## src/msi_pkg.sv

```systemverilog
// shared constants, types and the code expander for the schedule block
package msi_pkg;

  localparam logic [7:0] OFS_IRQ_MODE = 8'h06;
  localparam logic [7:0] OFS_UNLOCK = 8'h07;
  localparam logic [7:0] OFS_WAKE = 8'h08;
  localparam logic [7:0] OFS_LIGHT = 8'h09;
  localparam logic [7:0] OFS_PROX = 8'h0A;

  localparam logic [7:0] RST_IRQ_MODE = 8'h00;
  localparam logic [7:0] RST_UNLOCK = 8'h00;
  localparam logic [7:0] RST_WAKE = 8'h00;
  localparam logic [7:0] RST_LIGHT = 8'h00;
  localparam logic [7:0] RST_PROX = 8'h00;

  // field positions inside the interrupt mode register
  localparam int CMD_MODE_LSB = 2;
  localparam int P3_MODE_LSB = 0;
  localparam logic [7:0] IRQ_MODE_MASK = 8'h0F;

  localparam logic [1:0] CMD_ON_REPLY = 2'h0;
  localparam logic [1:0] CMD_ON_ERROR = 2'h1;
  localparam logic [1:0] P3_ON_DONE = 2'h0;
  localparam logic [1:0] P3_ON_CROSS = 2'h1;
  localparam logic [1:0] P3_ON_ABOVE = 2'h3;

  localparam logic [7:0] WAKE_OFF_CODE = 8'h00;

  // wake interval is (2B+5) half ticks of 31.25 us
  localparam int CLK_PERIOD_NS = 20;
  localparam int TICK_NS = 62500;
  localparam int TICK_CYC = TICK_NS / CLK_PERIOD_NS;
  localparam logic [11:0] HALF_LO_CYC = 12'(TICK_CYC / 2);
  localparam logic [11:0] HALF_HI_CYC = 12'(TICK_CYC - TICK_CYC / 2);
  localparam logic [16:0] HALF_OFFSET = 17'h00005;

  // documented example whose mantissa expansion must be bent to match
  localparam logic [7:0] TEN_CODE = 8'h32;
  localparam logic [15:0] TEN_VALUE = 16'h000A;

  typedef struct packed {
    logic wr;
    logic [7:0] addr;
    logic [7:0] wdata;
  } msi_req_t;

  typedef struct packed {
    logic done;
    logic [15:0] result;
  } msi_meas_t;

  // 4-bit exponent, 4-bit mantissa with hidden one, four fraction bits
  function automatic logic [15:0] msi_expand(input logic [7:0] code);
    logic [35:0] wide;
    wide = 36'(5'h10 + {1'b0, code[3:0]}) << code[7:4];
    if (code < 8'h08) begin
      msi_expand = 16'h0000;
    end else if (code == TEN_CODE) begin
      msi_expand = TEN_VALUE;
    end else begin
      msi_expand = wide[19:4];
    end
  endfunction : msi_expand

endpackage : msi_pkg

```

## src/msi_rate_div.sv

```systemverilog
// counts wake-ups and fires once every expanded-multiplier wake-ups
`timescale 1ns/1ps
module msi_rate_div (
  input wire logic mclk,
  input wire logic rst_n,
  input wire logic run,
  input wire logic wake,
  input wire logic [7:0] code,
  output logic fire_q
);
  logic [15:0] mult;
  logic [15:0] count_q;
  logic [15:0] count_inc;
  logic hit;

  assign mult = msi_pkg::msi_expand(code);
  assign count_inc = count_q + 16'h0001;
  // zero multiplier never fires
  assign hit = wake && (mult != 16'h0000) && (count_inc >= mult);

  always_ff @(posedge mclk) begin
    if (!rst_n || !run) begin
      count_q <= 16'h0000;
      fire_q <= 1'b0;
    end else begin
      fire_q <= hit;
      if (hit) begin
        count_q <= 16'h0000;
      end else if (wake && mult != 16'h0000) begin
        count_q <= count_inc;
      end
    end
  end
endmodule : msi_rate_div

```

## src/msi_sched.sv

```systemverilog
// interrupt modes, unlock key and autonomous measurement scheduler
`timescale 1ns/1ps

// Function
// command mode 00 sets command flag on every reply register write; here only while command_irq_enable is set
// command mode 01 sets flag only for error replies; modes 1x reserved
// third-channel mode 00 sets its flag after every measurement completes; here only while third_prox_irq_enable is set
// third-channel mode 01 sets its flag when result crosses threshold
// third-channel mode 11 sets its flag while result exceeds threshold
// host writes 0x17 into unlock key; key resets to zero
// wake period code is expanded from 8 to 16 bits first
// wake interval equals (B+2.5) times 62.5 us, B=(A-1)/2
// wake code zero stops oscillator and autonomous measurements
// host keeps wake code above gain-dependent minimum with light channels
// host avoids wake codes 0x01 to 0x23 outside allowed modes
// wake codes 0x18 to 0x23 are accepted in continuous run mode
// light multiplier expanded; light measurement every that many wake-ups
// light multiplier zero disables autonomous light measurements
// light codes 0x08, 0x32, 0x69 mean every 1, 10, 100 wake-ups
// prox multiplier expanded; proximity every that many wake-ups
// prox multiplier zero disables autonomous proximity measurements
// prox codes 0x08, 0x32, 0x69 mean every 1, 10, 100 wake-ups
// host picks largest wake code and smallest multiplier for power
// interrupt pin follows command flag only while command enable set
// expansion is a fixed table matching the documented example codes; here a hidden-one mantissa shifted by exponent, with 0x32 forced to 10
module msi_sched (
  input wire logic mclk,
  input wire logic rst_n,
  input msi_pkg::msi_req_t reg_req,
  output logic [7:0] reg_rdata_q,
  input wire logic command_irq_enable,
  input wire logic third_prox_irq_enable,
  input wire logic continuous_run_mode,
  input wire logic reply_wr,
  input wire logic [7:0] reply_data,
  input msi_pkg::msi_meas_t prox3_meas,
  input wire logic [15:0] third_prox_threshold,
  input wire logic command_irq_clr,
  input wire logic third_prox_irq_clr,
  output logic command_irq_flag_q,
  output logic third_prox_irq_flag_q,
  output logic host_irq_q,
  output logic unlocked_q,
  output logic osc_run_q,
  output logic wake_q,
  output logic light_meas_start_q,
  output logic prox_meas_start_q
);
  localparam logic [7:0] UNLOCK_VALUE = 8'h17;

  logic [7:0] irq_mode_q;
  logic [7:0] unlock_key_q;
  logic [7:0] wake_code_q;
  logic [7:0] light_code_q;
  logic [7:0] prox_code_q;

  logic wr_mode;
  logic wr_unlock;
  logic wr_wake;
  logic wr_light;
  logic wr_prox;
  logic [7:0] rd_mux;

  assign wr_mode = reg_req.wr && reg_req.addr == msi_pkg::OFS_IRQ_MODE;
  assign wr_unlock = reg_req.wr && reg_req.addr == msi_pkg::OFS_UNLOCK;
  assign wr_wake = reg_req.wr && reg_req.addr == msi_pkg::OFS_WAKE;
  assign wr_light = reg_req.wr && reg_req.addr == msi_pkg::OFS_LIGHT;
  assign wr_prox = reg_req.wr && reg_req.addr == msi_pkg::OFS_PROX;

  // unmapped offsets read as zero
  assign rd_mux =
    (reg_req.addr == msi_pkg::OFS_IRQ_MODE) ? irq_mode_q :
    (reg_req.addr == msi_pkg::OFS_UNLOCK) ? unlock_key_q :
    (reg_req.addr == msi_pkg::OFS_WAKE) ? wake_code_q :
    (reg_req.addr == msi_pkg::OFS_LIGHT) ? light_code_q :
    (reg_req.addr == msi_pkg::OFS_PROX) ? prox_code_q : 8'h00;

  // every code is stored as written, including the short-interval ones
  always_ff @(posedge mclk) begin
    if (!rst_n) begin
      irq_mode_q <= msi_pkg::RST_IRQ_MODE;
      unlock_key_q <= msi_pkg::RST_UNLOCK;
      wake_code_q <= msi_pkg::RST_WAKE;
      light_code_q <= msi_pkg::RST_LIGHT;
      prox_code_q <= msi_pkg::RST_PROX;
      reg_rdata_q <= 8'h00;
    end else begin
      if (wr_mode) irq_mode_q <= reg_req.wdata & msi_pkg::IRQ_MODE_MASK;
      if (wr_unlock) unlock_key_q <= reg_req.wdata;
      if (wr_wake) wake_code_q <= reg_req.wdata;
      if (wr_light) light_code_q <= reg_req.wdata;
      if (wr_prox) prox_code_q <= reg_req.wdata;
      reg_rdata_q <= rd_mux;
    end
  end

  // unlock status only reports; gating sensor operation is left to the core
  always_ff @(posedge mclk) begin
    if (!rst_n) begin
      unlocked_q <= 1'b0;
    end else begin
      unlocked_q <= unlock_key_q == UNLOCK_VALUE;
    end
  end

  // command reply interrupt
  logic [1:0] cmd_mode;
  logic cmd_event;
  assign cmd_mode = irq_mode_q[msi_pkg::CMD_MODE_LSB +: 2];
  assign cmd_event = command_irq_enable && reply_wr &&
    ((cmd_mode == msi_pkg::CMD_ON_REPLY) ||
     (cmd_mode == msi_pkg::CMD_ON_ERROR && reply_data[7]));

  // third proximity channel interrupt
  logic [1:0] p3_mode;
  logic p3_above;
  logic p3_above_q;
  logic p3_valid_q;
  logic p3_event;
  assign p3_mode = irq_mode_q[msi_pkg::P3_MODE_LSB +: 2];
  assign p3_above = prox3_meas.result > third_prox_threshold;
  // first result after reset has no history, so it cannot count as a cross
  assign p3_event = third_prox_irq_enable && prox3_meas.done &&
    ((p3_mode == msi_pkg::P3_ON_DONE) ||
     (p3_mode == msi_pkg::P3_ON_CROSS && p3_valid_q &&
      p3_above != p3_above_q) ||
     (p3_mode == msi_pkg::P3_ON_ABOVE && p3_above));

  // a set in the same cycle as a clear wins
  always_ff @(posedge mclk) begin
    if (!rst_n) begin
      command_irq_flag_q <= 1'b0;
      third_prox_irq_flag_q <= 1'b0;
      p3_above_q <= 1'b0;
      p3_valid_q <= 1'b0;
      host_irq_q <= 1'b0;
    end else begin
      command_irq_flag_q <= cmd_event ||
        (command_irq_flag_q && !command_irq_clr);
      third_prox_irq_flag_q <= p3_event ||
        (third_prox_irq_flag_q && !third_prox_irq_clr);
      if (prox3_meas.done) begin
        p3_above_q <= p3_above;
        p3_valid_q <= 1'b1;
      end
      host_irq_q <= (command_irq_flag_q && command_irq_enable) ||
        (third_prox_irq_flag_q && third_prox_irq_enable);
    end
  end

  // wake interval timer
  logic [15:0] wake_a;
  logic [15:0] wake_b;
  logic [16:0] half_count;
  logic run;
  assign wake_a = msi_pkg::msi_expand(wake_code_q);
  assign wake_b = (wake_a == 16'h0000) ? 16'h0000 :
    16'((wake_a - 16'h0001) >> 1);
  assign half_count = {wake_b, 1'b0} + msi_pkg::HALF_OFFSET;
  assign run = wake_code_q != msi_pkg::WAKE_OFF_CODE;

  // 31.25 us is 1562.5 cycles, so half ticks alternate 1562 and 1563
  logic [11:0] div_q;
  logic odd_q;
  logic half_tick;
  logic [16:0] half_q;
  assign half_tick = div_q == (odd_q ? msi_pkg::HALF_HI_CYC :
    msi_pkg::HALF_LO_CYC) - 12'h001;

  always_ff @(posedge mclk) begin
    if (!rst_n || !run) begin
      div_q <= 12'h000;
      odd_q <= 1'b0;
      half_q <= 17'h00000;
      wake_q <= 1'b0;
      osc_run_q <= 1'b0;
    end else begin
      osc_run_q <= 1'b1;
      wake_q <= 1'b0;
      if (half_tick) begin
        div_q <= 12'h000;
        odd_q <= !odd_q;
        if (half_q + 17'h00001 >= half_count) begin
          half_q <= 17'h00000;
          wake_q <= 1'b1;
        end else begin
          half_q <= half_q + 17'h00001;
        end
      end else begin
        div_q <= div_q + 12'h001;
      end
    end
  end

  // measurement rate dividers
  msi_rate_div u_light_div (
    .mclk(mclk),
    .rst_n(rst_n),
    .run(run),
    .wake(wake_q),
    .code(light_code_q),
    .fire_q(light_meas_start_q)
  );

  msi_rate_div u_prox_div (
    .mclk(mclk),
    .rst_n(rst_n),
    .run(run),
    .wake(wake_q),
    .code(prox_code_q),
    .fire_q(prox_meas_start_q)
  );

  // continuous run changes nothing here: all codes are already accepted
  logic unused_mode;
  assign unused_mode = continuous_run_mode;
endmodule : msi_sched

```

## config.mk

```make
export PLATFORM = sky130hd
export DESIGN_NAME = msi_sched
export DESIGN_NICKNAME = d
export VERILOG_FILES = /design/src/msi_pkg.sv /design/src/msi_rate_div.sv /design/src/msi_sched.sv
export SDC_FILE = /design/constraint.sdc
export NUM_CORES = 1
export LEC_CHECK = 0
export ABC_AREA = 1
export BUFFER_PORTS_ARGS = -buffer_cell sky130_fd_sc_hd__buf_4
export CAP_MARGIN = 30
export CELL_PAD_IN_SITES_DETAIL_PLACEMENT = 0
export CELL_PAD_IN_SITES_GLOBAL_PLACEMENT = 1
export CORE_MARGIN = 1
export CORE_UTILIZATION = 43
export CTS_CLUSTER_DIAMETER = 50
export DETAILED_ROUTE_END_ITERATION = 10
export PLACE_DENSITY_LB_ADDON = 0.1
export SKIP_CTS_REPAIR_TIMING = 1
export SKIP_LAST_GASP = 1
export SYNTH_ARGS = -nofsm -noshare
export SYNTH_HDL_FRONTEND = slang
export SYNTH_SLANG_ARGS = --single-unit
```

## constraint.sdc

```tcl
create_clock -name mclk -period 5.92 [get_ports mclk]
set_clock_uncertainty 0.15 [all_clocks]
set_input_delay 0.888 -clock mclk [delete_from_list [all_inputs] [get_ports mclk]]
set_output_delay 0.888 -clock mclk [all_outputs]
set_load 0.01 [all_outputs]
```

After elaboration in Yosys (flattened, before gate mapping)
Index checks and enable logic that the tools add are counted.
{ "totals": {"input_bits": 66, "out_inout_bits": 16, "reg_bits": 116, "elab_cells": 118} }
{ "classes": {"n_mux": 16, "shifts": 3, "bitwise": 2, "reduce_logical": 44, "order_cmp": 7, "add_sub_neg": 10, "n_eq_ne": 14} }
{ "ops": {"columns": ["operator", "count"], "rows": [
  ["two-way mux 16 bit", 6],
  ["<< shifter 36 x 4 -> 20 bit", 2],
  ["adder 16 x 1 -> 16 bit, second input constant", 2],
  ["greater-or-equal comparator 16 bit", 2],
  ["two-way mux 8 bit", 4],
  ["nonzero test 16 bit", 2],
  ["== test 8 x 4 -> 1 bit, second input constant", 3],
  ["== test 8 x 6 -> 1 bit, second input constant", 3],
  ["less-than comparator 8 x 4 -> 1 bit, second input constant", 3],
  ["logical AND 1 bit", 21],
  ["<< shifter 6 x 4 -> 20 bit", 1],
  ["adder 5 x 4 -> 6 bit, first input constant", 3],
  ["adder 16 x 3 -> 17 bit, second input constant", 1],
  ["adder 17 x 1 -> 17 bit, second input constant", 1],
  ["greater-or-equal comparator 17 bit", 1],
  ["two-way mux 17 bit", 1],
  ["== test 8 x 3 -> 1 bit, second input constant", 2],
  ["> comparator 16 bit", 1],
  ["logical NOT 16 bit", 1],
  ["subtractor 16 x 1 -> 16 bit, second input constant", 1],
  ["two-way mux 15 bit", 1],
  ["adder 12 x 1 -> 12 bit, second input constant", 1],
  ["== test 12 bit", 1],
  ["subtractor 11 x 1 -> 12 bit, second input constant", 1],
  ["12 further kinds", 31]
]} }

Longest topological paths before layout
{ "logic_depth": {"depth_word": 9, "mapped_depth": 35, "ltp_nobuf": 32} }

Modules after synthesis
From an unflattened synthesis, not the netlist that was laid out.
{ "hier_totals": {"cells_unflattened": 1427, "hier_area_um2": 9223.8} }
{ "modules_own_cells": {"columns": ["module", "seq_area_each_um2", "area_per_inst_um2", "n_inst", "cells_per_inst"], "rows": [
  ["msi_sched", 1641.6, 5632.9, 1, 833],
  ["msi_rate_div", 340.3, 1795.5, 2, 297]
]} }

Least setup slack after synthesis
Ideal clock, no wire load.
{ "synth_timing": {"path_type": "register to register", "start": "register wake_code_q[4]", "end": "register half_q[14]", "required_time_ns": 5.634, "arrival_time_ns": 3.840, "synth_period_minus_slack_ns": 4.127, "n_path_buf": 3, "path_slack_ns": 1.793, "stages_incl_launch_ff": 33, "setup_time_ns": 0.136, "path_cell_list": "dfxtp_1 -> buf_6 -> nand2_1 -> nand3_2 -> nand3_1 -> nand2_1 -> nand2_1 -> nand2_2 -> inv_1 -> ha_1 -> nand2_2 -> nor2_8 -> nand3_4 -> buf_6 -> nand2_1 -> inv_1 -> ha_1 -> nand3_1 -> inv_1 -> nand2_1 -> nor2_1 -> nand3_1 -> nand2_1 -> nand2_1 -> ha_1 -> nand2_1 -> nor4_1 -> nand4_1 -> nand2_1 -> nor2_2 -> inv_1 -> clkbuf_1 -> o22ai_1"} }
{ "synth_via": {"elab_chain_cells": 8, "elab_cells_between_ends": 14, "cone_classes": "2 x add/sub; 2 x order compare; 1 x eq/ne; 1 x shift; 4 x mux; 4 x reduce/logical"} }
{ "synth_lines": {"columns": ["item", "line", "text"], "rows": [
  ["start, declared", "msi_sched.sv:53", "logic [7:0] wake_code_q;"],
  ["start signal, assigned", "msi_sched.sv:83", "wake_code_q <= msi_pkg::RST_WAKE;"],
  ["start signal, assigned", "msi_sched.sv:90", "if (wr_wake) wake_code_q <= reg_req.wdata;"],
  ["parallel branches: the longest is 8 deep, another holds adder 16 x 3 -> 17 bit", null, null],
  ["end signal, assigned", "msi_sched.sv:187", "half_q <= half_q + 17'h00001;"],
  ["end, declared", "msi_sched.sv:166", "logic [16:0] half_q;"]
]} }
Several ways; the timed one is not identified.
A chain may end at the register's enable or synchronous reset.

Worst setup path in the final report
{ "layout_timing": {"start": "register wake_code_q[6]", "end": "register half_q[14]"} }
Same word-level chain as after synthesis.

==> run metrics <==
WL/cell=12.8 microns; Hold Crit Start=div_q[11]$_SDFF_PP0_; cell mode on critical path=nand2_1; clock buffer depth=2; Startpoint Class=flip-flop; status=finished clean; Max FO, Critical Path=18; Mean Syn Cell Area=6.66 sq um; Pleak=4.38 nW; Synth Area in Simple Gates=32.4%; mux cell area share after synthesis=0.233%; via count=8097; yosys warns=0; number of antenna diodes=0; Final setup viols=0; Finished Cell Area=0.00995 sq mm; max_slew headroom=42.7%; die width=143 microns; Syn Nets=1427; Worst Tran Pin Value=0.853 ns; Worst Setup SP=wake_code_q[6]$_SDFFE_PN0P_; GR Overflow Total=0; worst setup path category=flip-flop to flip-flop; crit-path max cell delay=0.64 ns; HP Class=flip-flop to flip-flop; Port Buf Inserts=73; initial antenna violation count=0; post-synthesis cell type count=50; layout cell share with drive strength beyond 1=12.7%; Max Clk Rate=195 MHz; Required @ worst endpoint=6.05 ns; Final ANT Viol Nets=0; Post-DP Area=0.00931 sq mm; clk slew on worst S/H paths=0.06 ns; final core utilization=51.0%; top_reg_cell synth=dfxtp_1; Final Cycle Share=86.7%; routed wire length=20.8 mm; CTS tree=done; most frequent cells in the layout=nand2_1 (282), inv_1 (165), a21oi_1 (126); cell count after synthesis=1291; RSZ-0062 raised after global routing=false; Root Driver=clkbuf_16; post-synthesis register bit count=116; EDFF count, synth=0; Adder-Cell Fraction of Synth Area=10.2%; pre-CTS WS=0.754 ns; Slowest cell on crit path=dfxtp_1; first-pass GRT wire length=35.0 mm; largest net degree at the start of global routing=37; post-route setup slack=0.788 ns; initial core utilization=44.0%; Total Routing Usage GR=21.3%; Placement Rows=51; 1st-pass router iterations=5; DP Wirelength=16.1 mm; arrival time worst endpoint=5.26 ns; RR Startpoint=wake_code_q[6]$_SDFFE_PN0P_; DRC viols=0; Syn Std Cell Area=0.00860 sq mm; power per cell area=204 mW/mm^2; I/O pins=82; number of CTS-inserted buffers=17; commonest non-fill, non-tap cell in the layout=nand2_1; sequential fraction of the synthesis area=27.0%; vias in the first global route=7547; core footprint=0.0195 sq mm; max-slew violations=0; nets@finish=1483; Starting DRT DRC Count=379; post-synthesis xor/xnor area fraction=4.79%; Synth Area in Compound Gates=15.8%; Hold Violations, Final=0; clk_lat worst skew=0.42 ns; htree depth=4; worst vdd ir=0.180 mV; Tmin final=5.13 ns; Placer Congestion=0.835; Max Cap Viol=0; largest family of logic cells by synthesized area=simple AND/OR/NAND/NOR gates; FFs w/ async S/R, synth=0%; drt via density=4.99; setup TNS=0 ns; Die Y-Extent=143 microns; # clock sinks=116; DIE AREA=0.0206 sq mm; Critical Path End Type=flip-flop; area grow syn2layout=15.8%
[layer usage]
layer	vias to the layer above	global-route usage, %	share of wire, %
li1	4371	-	-
met1	3586	28.1	49
met2	116	35.7	46
met3	24	2.97	2.7
met4	0	6.94	1.5
met5	-	0	0
[report_power, final]
part           switching (W)  internal, W
sequential        0.00000243     0.000785
combinational      0.0000615    0.0000521
clock               0.000361     0.000765
[cells in the mapped netlist (3+ instances only)]
master / count / area, sq um
nand2_1: 282 / 1060
nor2_1: 112 / 420
dfxtp_1: 116 / 2320
nand2_2: 16 / 100
or2_2: 6 / 37.5
a21oi_1: 126 / 631
nor2_8: 3 / 60.1
nor4_1: 5 / 31.3
clkbuf_1: 24 / 90.1
nand2_4: 4 / 45.0
o21ai_1: 4 / 20.0
buf_6: 3 / 33.8
ha_1: 70 / 876
o221ai_1: 4 / 35.0
nand3b_1: 5 / 37.5
xnor2_1: 6 / 52.6
nand4_1: 23 / 144
nor3_1: 29 / 145
nor2_4: 3 / 33.8
nand3_1: 73 / 365
inv_1: 165 / 619
o22ai_1: 17 / 106
nor2_2: 10 / 62.6
nor3_2: 3 / 30.0
a31oi_1: 7 / 43.8
nand3_2: 13 / 130
buf_2: 8 / 40.0
xor2_1: 41 / 359
o21ai_0: 81 / 405
inv_2: 4 / 15.0
[per-stage QoR]
step	power (W)	std cells	hold slack [ns]
6_report	0.00203	1624	0.295
5_1_grt	0.00209	1624	0.323
4_1_cts	0.00205	1624	0.300
3_5_place_dp	0.000919	1593	0.293
3_3_place_gp	0.000918	1593	0.288
2_1_floorplan	0.000867	1291	0.270
[cell type report]
type | count | area (sq um)
timing repair buffer | 74 | 556
sequential | 116 | 2320
inverter | 171 | 647
clock buffer | 22 | 464
clock inverter | 9 | 176
fill | 2036 | 9570
tap | 265 | 332
multi-input combinational | 967 | 5460
[worst max-delay path: cells and delay by family (launching register included)]
family / cells / cell delay [ns]
compound gates: 1 / 0.14
fa+ha+maj: 3 / 0.72
buf+inv: 4 / 0.72
flops: 1 / 0.64
simple gates: 21 / 2.62
[registers in the layout, indices dropped and copies added (netlist names), 4 cells and up]
signal	flops
u_light_div.count_q	16
reg_rdata_q	8
unlock_key_q	8
half_q	17
div_q	12
u_prox_div.count_q	16
irq_mode_q	4
wake_code_q	8
prox_code_q	8
light_code_q	8
[path summary, 6_finish.rpt]
path | end | slack, ns | cells past startpoint
min reg2reg | div_q[11]$_SDFF_PP0_ | 0.29 | 1
max reg2reg | half_q[14]$_SDFFE_PN0N_ | 0.79 | 29
max | half_q[14]$_SDFFE_PN0N_ | 0.79 | 29
min | div_q[11]$_SDFF_PP0_ | 0.29 | 1
[cell families after synthesis]
logic type	after synthesis
simple gates	593
buf+inv	208
flops	116
compound gates	254
other cells	1
xor+xnor	47
fa+ha+maj	70
mux	2
Note: power is estimated with default switching activity, not from simulation.
